File: src/rtl/ppic_pkg.sv
package ppic_pkg;

    // ************************************************************
    // Register offsets and address window
    // ************************************************************
    localparam logic [1:0] OFS_PORT_A  = 2'h0;
    localparam logic [1:0] OFS_PORT_B  = 2'h1;
    localparam logic [1:0] OFS_PORT_C  = 2'h2;
    localparam logic [1:0] OFS_CTRL    = 2'h3;
    localparam logic [1:0] ADDR_WIN_HI = 2'h0;

    // ************************************************************
    // Control word fields
    // ************************************************************
    localparam int         CW_MODE_FLAG = 7;
    localparam int         BSR_SEL_LSB  = 1;
    localparam int         BSR_VALUE    = 0;

    // ************************************************************
    // Third port handshake bit positions
    // ************************************************************
    localparam logic [2:0] PC_IRQ_B  = 3'h0;
    localparam logic [2:0] PC_FLAG_B = 3'h1;
    localparam logic [2:0] PC_STB_B  = 3'h2;
    localparam logic [2:0] PC_IRQ_A  = 3'h3;
    localparam logic [2:0] PC_STB_A  = 3'h4;
    localparam logic [2:0] PC_IBF_A  = 3'h5;
    localparam logic [2:0] PC_ACK_A  = 3'h6;
    localparam logic [2:0] PC_OBF_A  = 3'h7;

    // ************************************************************
    // Reset values
    // ************************************************************
    localparam logic [6:0] CFG_RST       = 7'h1b;
    localparam logic [7:0] DATA_RST      = 8'h00;
    localparam logic [7:0] CTRL_READ_VAL = 8'h00;

    // ************************************************************
    // Types
    // ************************************************************
    typedef struct packed {
        logic [1:0] ma;
        logic       a_in;
        logic       cu_in;
        logic       mb;
        logic       b_in;
        logic       cl_in;
    } ppic_cfg_t;

    typedef struct packed {
        logic       cs_n;
        logic       rd_n;
        logic       wr_n;
        logic [3:0] addr;
        logic [7:0] data;
    } ppic_host_t;

    typedef struct packed {
        logic [7:0] pa;
        logic [7:0] pb;
        logic [7:0] pc;
    } ppic_pins_t;

    typedef struct packed {
        logic enable;
        logic is_input;
        logic clear;
        logic strobe_lo;
        logic host_start;
        logic host_end;
    } ppic_hs_in_t;

    typedef struct packed {
        logic full;
        logic pend;
    } ppic_hs_out_t;

    typedef struct packed {
        logic full;
        logic pend;
        logic strobe_prev;
    } ppic_hs_state_t;

endpackage : ppic_pkg

File: src/rtl/ppic_parallel_interface_core.sv
// Functional notes
// - Ports one, two, three and control sit at offsets zero to three.
// - Control register is write-only; reading its address never returns it.
// - A mode write clears all output latches and handshake flags.
// - Bit set/reset changes one selected third-port bit only.
// - Interrupt masks clear at reset and on every mode write.
// - Masks gate both group interrupts, produced only in modes 1 and 2.
// - Strobed input on port one takes third-port bits 3, 4, 5.
// - Group one interrupt drives third-port bit 3 in that configuration.
// - Control value a1 gives strobed input, basic output, mixed third port.
// - Third-port bits 0, 1, 2, 6, 7 stay plain I/O meanwhile.
// - Control writes carry either a mode definition or a bit command.
// - Group one: port one plus upper nibble; group two: port two, lower.
// - Each group decodes control words and configures its own ports.
// - Port one has an output latch and a separate input latch.
// - Port two has an in/out latch plus an input buffer.
// - Third port latches outputs but reads inputs unlatched.
// - Third port splits into two nibbles for control and status.
// - Under reset all 24 lines are inputs, undriven.
// - Input-full sets while strobe low, clears on read's rising edge.
// - Only the lowest four of the 16 decoded addresses reach registers.
`timescale 1ns/1ps
module ppic_parallel_interface_core (
    // Clock and reset
    input  wire logic       clock,
    input  wire logic       rst,
    // Host bus
    input  wire logic       host_cs_n,
    input  wire logic       host_rd_n,
    input  wire logic       host_wr_n,
    input  wire logic [3:0] host_addr,
    input  wire logic [7:0] host_d_in,
    output logic      [7:0] host_d_out,
    output logic            host_d_oe,
    // First port
    input  wire logic [7:0] pa_in,
    output logic      [7:0] pa_out,
    output logic      [7:0] pa_oe,
    // Second port
    input  wire logic [7:0] pb_in,
    output logic      [7:0] pb_out,
    output logic      [7:0] pb_oe,
    // Third port
    input  wire logic [7:0] pc_in,
    output logic      [7:0] pc_out,
    output logic      [7:0] pc_oe,
    // Group interrupts
    output logic            group_one_irq,
    output logic            group_two_irq
);
    import ppic_pkg::*;

    // ************************************************************
    // State
    // ************************************************************
    typedef struct packed {
        ppic_host_t h1;
        ppic_host_t h2;
        ppic_pins_t p1;
        ppic_pins_t p2;
        logic       rd_prev;
        logic       wr_prev;
        logic       w_hit;
        logic [1:0] w_addr;
        logic [7:0] w_data;
        logic       r_hit;
        logic [1:0] r_addr;
        ppic_cfg_t  cfg;
        logic [7:0] pa_q;
        logic [7:0] pb_q;
        logic [7:0] pc_q;
        logic [7:0] pa_lat;
        logic [7:0] pb_lat;
        logic       irq_enable_mask_ai;
        logic       irq_enable_mask_ao;
        logic       irq_enable_mask_b;
        logic [7:0] d_out;
        logic       d_oe;
        logic [7:0] pa_oe;
        logic [7:0] pb_oe;
        logic [7:0] pc_o;
        logic [7:0] pc_oe;
        logic       irq1;
        logic       irq2;
    } ppic_core_state_t;

    // Host lines idle high so the synchronisers show no false strobe at release
    localparam ppic_core_state_t ST_RST = '{
        h1:      '{cs_n: 1'b1, rd_n: 1'b1, wr_n: 1'b1, default: '0},
        h2:      '{cs_n: 1'b1, rd_n: 1'b1, wr_n: 1'b1, default: '0},
        rd_prev: 1'b1,
        wr_prev: 1'b1,
        cfg:     ppic_cfg_t'(CFG_RST),
        pa_q:    DATA_RST,
        pb_q:    DATA_RST,
        pc_q:    DATA_RST,
        default: '0
    };

    ppic_core_state_t s;
    ppic_core_state_t n;
    ppic_host_t       host_now;
    ppic_pins_t       pins_now;
    ppic_hs_in_t      ev_ai;
    ppic_hs_in_t      ev_ao;
    ppic_hs_in_t      ev_b;
    ppic_hs_out_t     st_ai;
    ppic_hs_out_t     st_ao;
    ppic_hs_out_t     st_b;
    logic             win_hit;
    logic             rd_fall;
    logic             rd_rise;
    logic             wr_fall;
    logic             wr_rise;
    logic             a_strobed;
    logic             a_bidir;
    logic             a_in_en;
    logic             a_out_en;
    logic             mode_wr;
    logic             irq1_v;
    logic             irq2_v;
    logic [2:0]       bsr_sel;
    logic [7:0]       pa_rd_v;
    logic [7:0]       pb_rd_v;
    logic [7:0]       pc_rd_v;
    logic [7:0]       pc_o_v;
    logic [7:0]       pc_oe_v;

    function automatic logic at(input logic [1:0] a, input logic [1:0] ofs);
        return a == ofs;
    endfunction : at
    assign host_now = {host_cs_n, host_rd_n, host_wr_n, host_addr, host_d_in};
    assign pins_now = {pa_in, pb_in, pc_in};

    // ************************************************************
    // Host strobe edges
    // ************************************************************
    // Offsets four to fifteen are selected by the board but answer nothing
    assign win_hit = ~s.h2.cs_n & (s.h2.addr[3:2] == ADDR_WIN_HI);
    assign rd_fall = s.rd_prev & ~s.h2.rd_n & win_hit;
    assign rd_rise = ~s.rd_prev & s.h2.rd_n & s.r_hit;
    assign wr_fall = s.wr_prev & ~s.h2.wr_n & win_hit;
    assign wr_rise = ~s.wr_prev & s.h2.wr_n & s.w_hit;

    // ************************************************************
    // Group modes
    // ************************************************************
    assign a_strobed = s.cfg.ma != 2'h0;
    assign a_bidir   = s.cfg.ma[1];
    assign a_in_en   = a_strobed & (s.cfg.a_in | a_bidir);
    assign a_out_en  = a_strobed & (~s.cfg.a_in | a_bidir);
    assign mode_wr   = wr_rise & at(s.w_addr, OFS_CTRL) & s.w_data[CW_MODE_FLAG];
    assign bsr_sel   = s.w_data[BSR_SEL_LSB +: 3];

    // ************************************************************
    // Handshake channels
    // ************************************************************
    assign ev_ai = '{
        enable:     a_in_en,
        is_input:   1'b1,
        clear:      mode_wr,
        strobe_lo:  ~s.p2.pc[PC_STB_A],
        host_start: rd_fall & at(s.h2.addr[1:0], OFS_PORT_A),
        host_end:   rd_rise & at(s.r_addr, OFS_PORT_A)
    };
    assign ev_ao = '{
        enable:     a_out_en,
        is_input:   1'b0,
        clear:      mode_wr,
        strobe_lo:  ~s.p2.pc[PC_ACK_A],
        host_start: wr_fall & at(s.h2.addr[1:0], OFS_PORT_A),
        host_end:   wr_rise & at(s.w_addr, OFS_PORT_A)
    };
    assign ev_b = '{
        enable:     s.cfg.mb,
        is_input:   s.cfg.b_in,
        clear:      mode_wr,
        strobe_lo:  ~s.p2.pc[PC_STB_B],
        host_start: (s.cfg.b_in ? rd_fall : wr_fall) & at(s.h2.addr[1:0], OFS_PORT_B),
        host_end:   s.cfg.b_in ? (rd_rise & at(s.r_addr, OFS_PORT_B))
                               : (wr_rise & at(s.w_addr, OFS_PORT_B))
    };

    ppic_hs_channel u_hs_a_in (
        .clock (clock),
        .rst   (rst),
        .ev    (ev_ai),
        .st    (st_ai)
    );

    ppic_hs_channel u_hs_a_out (
        .clock (clock),
        .rst   (rst),
        .ev    (ev_ao),
        .st    (st_ao)
    );

    ppic_hs_channel u_hs_b (
        .clock (clock),
        .rst   (rst),
        .ev    (ev_b),
        .st    (st_b)
    );

    // Requests only ever leave the device through an armed mask
    assign irq1_v = (st_ai.pend & s.irq_enable_mask_ai) | (st_ao.pend & s.irq_enable_mask_ao);
    assign irq2_v = st_b.pend & s.irq_enable_mask_b;

    // ************************************************************
    // Next state
    // ************************************************************
    always_comb begin
        n = s;

        // Two-stage synchronisers for every pin
        n.h1 = host_now;
        n.h2 = s.h1;
        n.p1 = pins_now;
        n.p2 = s.p1;
        n.rd_prev = s.h2.rd_n;
        n.wr_prev = s.h2.wr_n;

        // Read values per port
        if (a_in_en) begin
            pa_rd_v = s.pa_lat;
        end else if (s.cfg.a_in) begin
            pa_rd_v = s.p2.pa;
        end else begin
            pa_rd_v = s.pa_q;
        end
        if (~s.cfg.b_in) begin
            pb_rd_v = s.pb_q;
        end else if (s.cfg.mb) begin
            pb_rd_v = s.pb_lat;
        end else begin
            pb_rd_v = s.p2.pb;
        end

        // Third port: nibble directions first, handshake lines override
        pc_o_v  = s.pc_q;
        pc_oe_v = {{4{~s.cfg.cu_in}}, {4{~s.cfg.cl_in}}};
        pc_rd_v = (s.pc_q & pc_oe_v) | (s.p2.pc & ~pc_oe_v);
        if (s.cfg.mb) begin
            pc_o_v[PC_IRQ_B]  = irq2_v;
            pc_oe_v[PC_IRQ_B] = 1'b1;
            pc_rd_v[PC_IRQ_B] = irq2_v;
            pc_o_v[PC_FLAG_B]  = s.cfg.b_in ? st_b.full : ~st_b.full;
            pc_oe_v[PC_FLAG_B] = 1'b1;
            pc_rd_v[PC_FLAG_B] = pc_o_v[PC_FLAG_B];
            pc_oe_v[PC_STB_B] = 1'b0;
            pc_rd_v[PC_STB_B] = s.irq_enable_mask_b;
        end
        if (a_strobed) begin
            pc_o_v[PC_IRQ_A]  = irq1_v;
            pc_oe_v[PC_IRQ_A] = 1'b1;
            pc_rd_v[PC_IRQ_A] = irq1_v;
        end
        // Bits outside the borrowed set keep their nibble direction
        if (a_in_en) begin
            pc_oe_v[PC_STB_A] = 1'b0;
            pc_rd_v[PC_STB_A] = s.irq_enable_mask_ai;
            pc_o_v[PC_IBF_A]  = st_ai.full;
            pc_oe_v[PC_IBF_A] = 1'b1;
            pc_rd_v[PC_IBF_A] = st_ai.full;
        end
        if (a_out_en) begin
            pc_o_v[PC_OBF_A]  = ~st_ao.full;
            pc_oe_v[PC_OBF_A] = 1'b1;
            pc_rd_v[PC_OBF_A] = ~st_ao.full;
            pc_oe_v[PC_ACK_A] = 1'b0;
            pc_rd_v[PC_ACK_A] = s.irq_enable_mask_ao;
        end

        // Input latches follow the pins while their strobe is low
        if (a_in_en & ~s.p2.pc[PC_STB_A]) begin
            n.pa_lat = s.p2.pa;
        end
        if (s.cfg.mb & s.cfg.b_in & ~s.p2.pc[PC_STB_B]) begin
            n.pb_lat = s.p2.pb;
        end

        // Write capture: address and data resampled every cycle the strobe is low
        if (~s.h2.wr_n & win_hit) begin
            n.w_hit  = 1'b1;
            n.w_addr = s.h2.addr[1:0];
            n.w_data = s.h2.data;
        end
        if (wr_rise) begin
            n.w_hit = 1'b0;
            if (at(s.w_addr, OFS_PORT_A)) begin
                n.pa_q = s.w_data;
            end else if (at(s.w_addr, OFS_PORT_B)) begin
                n.pb_q = s.w_data;
            end else if (at(s.w_addr, OFS_PORT_C)) begin
                n.pc_q = s.w_data;
            end else if (s.w_data[CW_MODE_FLAG]) begin
                n.cfg     = ppic_cfg_t'(s.w_data[6:0]);
                n.cfg.a_in = n.cfg.a_in ^ (n.cfg.ma == 2'h1);
                n.pa_q    = DATA_RST;
                n.pb_q    = DATA_RST;
                n.pc_q    = DATA_RST;
                n.irq_enable_mask_ai = 1'b0;
                n.irq_enable_mask_ao = 1'b0;
                n.irq_enable_mask_b  = 1'b0;
            end else begin
                n.pc_q[bsr_sel] = s.w_data[BSR_VALUE];
                // Mask bits ride on the strobe and acknowledge positions
                if (a_strobed & (bsr_sel == PC_STB_A)) begin
                    n.irq_enable_mask_ai = s.w_data[BSR_VALUE];
                end
                if (a_strobed & (bsr_sel == PC_ACK_A)) begin
                    n.irq_enable_mask_ao = s.w_data[BSR_VALUE];
                end
                if (s.cfg.mb & (bsr_sel == PC_STB_B)) begin
                    n.irq_enable_mask_b = s.w_data[BSR_VALUE];
                end
            end
        end

        // Read cycle: data is refreshed every cycle the strobe stays low
        if (rd_fall) begin
            n.r_hit  = 1'b1;
            n.r_addr = s.h2.addr[1:0];
        end else if (rd_rise) begin
            n.r_hit = 1'b0;
        end
        n.d_oe = n.r_hit;
        if (at(n.r_addr, OFS_PORT_A)) begin
            n.d_out = pa_rd_v;
        end else if (at(n.r_addr, OFS_PORT_B)) begin
            n.d_out = pb_rd_v;
        end else if (at(n.r_addr, OFS_PORT_C)) begin
            n.d_out = pc_rd_v;
        end else begin
            n.d_out = CTRL_READ_VAL;
        end

        // Pin drivers
        n.pa_oe = a_bidir ? {8{~s.p2.pc[PC_ACK_A]}} : {8{~s.cfg.a_in}};
        n.pb_oe = {8{~s.cfg.b_in}};
        n.pc_o  = pc_o_v;
        n.pc_oe = pc_oe_v;
        n.irq1  = irq1_v;
        n.irq2  = irq2_v;
    end

    // ************************************************************
    // Registers
    // ************************************************************
    always_ff @(posedge clock or posedge rst) begin
        if (rst) begin
            s <= ST_RST;
        end else begin
            s <= n;
        end
    end

    assign host_d_out    = s.d_out;
    assign host_d_oe     = s.d_oe;
    assign pa_out        = s.pa_q;
    assign pa_oe         = s.pa_oe;
    assign pb_out        = s.pb_q;
    assign pb_oe         = s.pb_oe;
    assign pc_out        = s.pc_o;
    assign pc_oe         = s.pc_oe;
    assign group_one_irq = s.irq1;
    assign group_two_irq = s.irq2;

endmodule : ppic_parallel_interface_core

File: src/rtl/ppic_hs_channel.sv
`timescale 1ns/1ps
module ppic_hs_channel (
    // Clock and reset
    input  wire logic            clock,
    input  wire logic            rst,
    // Events and flags
    input  ppic_pkg::ppic_hs_in_t  ev,
    output ppic_pkg::ppic_hs_out_t st
);
    import ppic_pkg::*;

    ppic_hs_state_t s;
    ppic_hs_state_t n;
    logic           fset;
    logic           fclr;
    logic           pset;

    always_comb begin
        n      = s;
        // Input: strobe fills, read end empties; output: write end fills, ack empties
        fset   = ev.is_input ? ev.strobe_lo : ev.host_end;
        fclr   = ev.is_input ? ev.host_end : ev.strobe_lo;
        // Request rises with the strobe's trailing edge once the transfer completed
        pset   = s.strobe_prev & ~ev.strobe_lo & (s.full == ev.is_input);
        n.full = fset | (s.full & ~fclr);
        n.pend = pset | (s.pend & ~ev.host_start);
        n.strobe_prev = ev.strobe_lo;
        if (~ev.enable | ev.clear) begin
            n = '0;
        end
    end

    always_ff @(posedge clock or posedge rst) begin
        if (rst) begin
            s <= '0;
        end else begin
            s <= n;
        end
    end

    assign st = '{full: s.full, pend: s.pend};

endmodule : ppic_hs_channel

File: config.mk
export PLATFORM = sky130hd
export DESIGN_NAME = ppic_parallel_interface_core
export DESIGN_NICKNAME = d
export VERILOG_FILES = /design/src/rtl/ppic_pkg.sv /design/src/rtl/ppic_parallel_interface_core.sv /design/src/rtl/ppic_hs_channel.sv
export SDC_FILE = /design/constraint.sdc
export NUM_CORES = 1
export LEC_CHECK = 0
export BUFFER_PORTS_ARGS = -buffer_cell sky130_fd_sc_hd__buf_2
export CORE_ASPECT_RATIO = 1.75
export CORE_UTILIZATION = 35
export DETAILED_ROUTE_END_ITERATION = 10
export PLACE_DENSITY = 0.56
export REMOVE_ABC_BUFFERS = 1
export SLEW_MARGIN = 25
export SYNTH_ARGS = -nofsm -noshare
export SYNTH_HDL_FRONTEND = slang
export SYNTH_HIERARCHICAL = 1
export SYNTH_SLANG_ARGS = --single-unit
File: constraint.sdc
create_clock -name clock -period 14.1 [get_ports clock]
set_clock_uncertainty 0.05 [all_clocks]
set_input_delay 1.41 -clock clock [delete_from_list [all_inputs] [get_ports clock]]
set_output_delay 1.41 -clock clock [all_outputs]
set_load 0.01 [all_outputs]
* Word-level counts from Yosys, hierarchy flattened
Cells that the tools add are included.
** Storage, ports and cells
- Register bits :: 188
- Word-level logic and storage cells :: 222
- Output and inout port bits :: 59
** Cells by class
- Reductions and logical operators :: 21
- Mux-type cells :: 47
- Equal/unequal tests :: 15
- Bitwise gates (word level) :: 84
- $lt $le $gt $ge :: 2
** Operators with widths (count)
- $mux W8 :: 13
- $and A1 B1 Y1 :: 42
- $mux W16 :: 2
- $not A1 Y1 :: 25
- $reduce_and A5 Y1 :: 4
- $mux W3 :: 6
- $mux W1 :: 17
- $and A8 B8 Y8 :: 2
- $reduce_bool A2 Y1 :: 8
- $mux W2 :: 6
- $or A1 B1 Y1 :: 12
- $mux W11 :: 1
- $eq A2 B1 Y1 const B :: 5
- $logic_not A2 Y1 :: 5
- $bwmux W8 :: 1
- $not A8 Y8 :: 1
- $or A8 B8 Y8 :: 1
- $reduce_and A4 Y1 :: 2
- $eq A2 B2 Y1 const B :: 3
- $eq A3 B3 Y1 const B :: 2
- $ne A2 B2 Y1 const B :: 3
- $lt A3 B4 Y1 const B :: 1
- $demux W1 S3 :: 1
- $eq A3 B2 Y1 const B :: 1
- other kinds (5) :: 5

* Depth between registers and ports, before layout
- Word-level depth :: 10
- Depth in mapped cells :: 8
- Depth with buffers taken out :: 6

* Modules after synthesis
The synthesis kept the hierarchy.
** Modules (own cells, without submodules)
- ppic_parallel_interface_core :: area each 6795.3 sq um, times used 1, seq. area each 4294.1 sq um, cells each 545
- ppic_hs_channel :: area each 163.9 sq um, times used 3, seq. area each 75.1 sq um, cells each 16

* Worst setup path before layout
No wires, ideal clock.
- Kind :: flip-flop to output port
- Start :: register, netlist name pa_oe[6]
- End :: output port pa_oe[0]
- Path slack :: 12.066 ns
- Stages on the path, launching flop included :: 2
- Data arrival time :: 0.574 ns
- Cell sequence :: dfrtp_1 buf_4
** RTL lines
- end: declaration :: line ppic_parallel_interface_core.sv:38 : output logic [7:0] pa_oe,

==> summary by stage <==
Setup path
The critical path goes through buf_2, clkinv_4, buf_4. For the worst setup path, the data arrival time is 3.03 ns. The largest fanout on the critical path is 104. The capturing element type of the critical path is an asynchronous set/reset pin. The required time at the worst-slack endpoint is 14.50 ns.

In this design, the largest share of critical-path delay is due to buffers and inverters. For this run, the slowest stage of the critical path takes 0.77 ns. Among all stages on the critical path, the largest delay is contributed by buf_4. The critical setup path kind is input port to asynchronous set/reset pin. The worst setup path is launched from an input port. Counting both buffers and inverters, the worst setup path holds a total of 3.

Global route
In the global route stage, overall resource usage came out at 0.164. The number of antenna violations at the first check in global routing is 0. The first-pass GRT wire length is 25.9 mm. Entering global routing, the biggest net connects 105 pins.

The overflow left after global routing is 0. The via count of the first global-routing pass came to 4596.

STA
The least setup slack across all paths after layout is 11.47 ns. After routing, the total negative slack on setup checks comes to 0 ns. The remaining max-slew budget at the tightest pin is 0.371. Based on the critical path, the design can be clocked at up to 0.380 GHz. The final period utilization is 0.187. The final critical-path required period is 2.63 ns. The worst hold slack is 0.299 ns.

The total setup violations reported at the end of the flow is 0. Setup repair after global routing left no endpoint under its margin. The final hold violation count was 0. The number of pins with negative max-slew slack in the final report is 0. The slew at the pin closest to its max-slew limit is 0.936 ns.

Drt
In the final routed layout, each cell accounts on average for 18.6 µm. The total routed wirelength is 16.7 mm. The first detailed-routing pass took 7 iterations. The iteration-0 DRC count of the detailed router is 322. In this run the remaining antenna-violating nets after routing total 0. The routed via count is 4489. Using the TritonRoute via totals, the vias-per-cell ratio works out to 5.02.

In the routed design, unresolved DRC markers number 7.

Status
The run finished, with violations left. The final reports fail on DRC.

Power and ir drop
The proportion of power drawn by the clock network is 0.319. The internal portion of the total power is 965 µW. The leakage power total is 3.72 nW. The overall power after layout is 1.43 mW. Across the VDD grid, the largest voltage drop is 0.0680 mV. Of the total power, registers draw 0.481. The share of total power dissipated in combinational logic is 0.200. For this design the ratio of total power to cell area is 176 mW/mm². The switching power is 469 µW. The switching fraction of total power is 0.327.

Placement
The number of input and output port buffers inserted is 99. The setup slack at placement is 10.88 ns. The final HPWL from detailed placement is 12.0 mm. The area of placed instances is 0.00756 mm².

The total placed cells including tap cells is 863. The placer congestion estimate is 0.795.

Clocking
The number of hold buffers added after CTS was 0. The post-CTS clock slew at the launch and capture registers of the worst setup and hold paths is 0.07 ns. The total of cells resized after clock tree synthesis is 0.

No sink is reached through more buffers than the 2 on the longest clock path. The insertion delay of the later-clocked pin in the worst-skew pair is 0.43 ns. The number of clock buffers inserted by TritonCTS is 17. After clock tree synthesis, the setup repair step added 0 buffers. The TritonCTS clock tree is built.

CTS placed an instance of clkbuf_16 at the clock tree root. The count of H-tree levels built during CTS is 4. For this design, the sink count on the clock tree is 180.

Die
The floorplan row count is 69. The die is 111 µm wide. In this run the count of I/O pins placed on the die edge is 100.

The die area is 0.0214 mm². The floorplan step set the die height to 193 µm. The floorplan core area is 0.0204 mm². The initial standard-cell utilization of the core is 0.358.

Yosys
The summed instance area of the synthesized netlist is 0.00729 mm². The leading area contributor after synthesis is dfrtp_1. For this run, the number of Yosys warnings is 6. The gate count of the mapped netlist is 593. Yosys mapped the design onto 54 distinct sky130hd cell types.

The fraction of registers with async set/reset is 1.00. The dominant synthesized flop cell is dfrtp_1. The count of flip-flops with a built-in enable after synthesis is 0. The flop and latch count out of synthesis is 180. Sorting the synthesized cells by area gives the leading types as dfrtp_1 58%, buf_4 6.4%, mux2_2 5.3%, dfstp_2 4.3%, mux2i_1 3.0%. The proportion of synthesized chip area in sequential cells is 0.620. Averaged over all synthesized cells, the footprint is 12.3 µm². The share of Yosys cell area claimed by the top area cell type is 0.577.

Finish
After routing the design area is 0.00813 mm². The multi-input combinational cell area is 0.00213 mm². The final layout contains 680 nets. The number of antenna diodes in the final layout is 0.

Relative to the synthesized area, the layout overhead comes to 11.6%. Registers take 0.00452 mm². The layout filler cell count is 1960. Measured on the finished design, the core utilization comes to 0.399. Of the cells placed in the final design, the portion with a size suffix greater than 1 is 0.297.

The finished layout holds 895 standard cells, fillers aside.

Min path
In this run the worst hold path is classified as flop to flop.

Job
Across the run, the number of max-cap violations was 0.
-- synthesized netlist by cell type, drive strengths merged (7+ instances only) --
cell type	n
dfrtp	168
buf	67
nor2	43
nand2	37
mux2	34
o21ai	32
a21oi	31
inv	24
mux2i	22
a22o	18
clkbuf	13
dfstp	12
a22oi	9
nor3	9
nand2b	8
a31oi	7
-- worst reg2reg max path: stages (launching register included) --
cell,delay (ns)
dfstp_2,0.63
clkinv_1,0.52
o32ai_1,0.60
mux2i_1,0.13
a21oi_1,0.15
-- power groups by stage --
stage | Clock, mW | Sequential (mW) | Combinational [mW]
after global routing | 0.491 | 0.699 | 0.317
after floorplan | 0 | 0.693 | 0.153
final | 0.458 | 0.689 | 0.287
after CTS | 0.472 | 0.690 | 0.291
after global placement | 0 | 0.695 | 0.284
after detailed placement | 0 | 0.699 | 0.289
-- state kept, by name, summed over array words and instances, names as in the netlist --
signal	cells
s	77
n	44
host_d_out	8
pa_out	8
pb_out	8
pc_out	8
pc_oe	7
bsr_sel	3
ev_b	2
u_hs_a_in/st	2
u_hs_a_out/st	2
u_hs_b/st	2
a_bidir	1
group_one_irq	1
group_two_irq	1
host_d_oe	1
pa_oe	1
pb_oe	1
u_hs_a_in/s	1
u_hs_a_out/s	1
u_hs_b/s	1
-- cells by family (layout without fill, tap and decap cells) --
| group | after synthesis | in the layout | synth area share |
|---|---|---|---|
| xor+xnor | 5 | 5 | 0.00601 |
| buf+inv | 106 | 158 | 0.0891 |
| mux | 56 | 56 | 0.0828 |
| flops | 180 | 180 | 0.620 |
| other cells | 2 | 4 | 0.00103 |
| compound gates | 116 | 116 | 0.103 |
| fa+ha+maj | 5 | 5 | 0.00859 |
| simple gates | 123 | 123 | 0.0896 |
-- placed cells by master (no fill, tap or decap), types with 4 or more instances in the layout --
| cell type | n |
|---|---|
| inv_8 | 6 |
| nor3_1 | 7 |
| mux2i_1 | 22 |
| a21oi_1 | 31 |
| o32ai_1 | 4 |
| a22o_1 | 18 |
| nand2b_1 | 8 |
| dfrtp_1 | 168 |
| buf_2 | 99 |
| clkinv_4 | 5 |
| inv_1 | 23 |
| nand3_1 | 4 |
| o21ai_1 | 7 |
| conb_1 | 4 |
| nand2_1 | 36 |
| o21ai_0 | 23 |
| a22oi_1 | 9 |
| mux2_2 | 34 |
| o221ai_1 | 6 |
| clkbuf_16 | 17 |
| nor3b_1 | 4 |
| ha_1 | 5 |
| a31oi_1 | 7 |
| dfstp_2 | 12 |
| nor2_1 | 41 |
-- area by class of cell --
class,instances,share of cell area
clock buffer,18,0.0540
clock inverter,14,0.0165
inverter,26,0.0126
multi-input combinational,309,0.261
sequential,180,0.556
tap,248,0.0381
timing repair buffer,100,0.0618
-- final timing paths --
check	from	end	slack [ns]	cells after the start
min in group asynchronous	rst	u_hs_b/st[1]	0.83	2
hold / removal	n[167]	s[167]	0.30	0
max in group clock	pa_out[6]	pa_out[6]	11.60	1
setup / recovery	rst	s[59]	11.47	3
setup reg to reg	ev_b[4]	u_hs_b/st[1]	11.95	4
hold reg to reg	n[167]	s[167]	0.30	0
-- metal layers --
layer / global-route usage / up-vias / part of all wire
met5: 0 / - / 0
met4: 0.102 / 0 / 0.040
met3: 0.0327 / 34 / 0.041
met2: 0.302 / 144 / 0.56
met1: 0.173 / 2250 / 0.36
li1: - / 2061 / -
No activity file was read; power rests on OpenSTA's default activity.
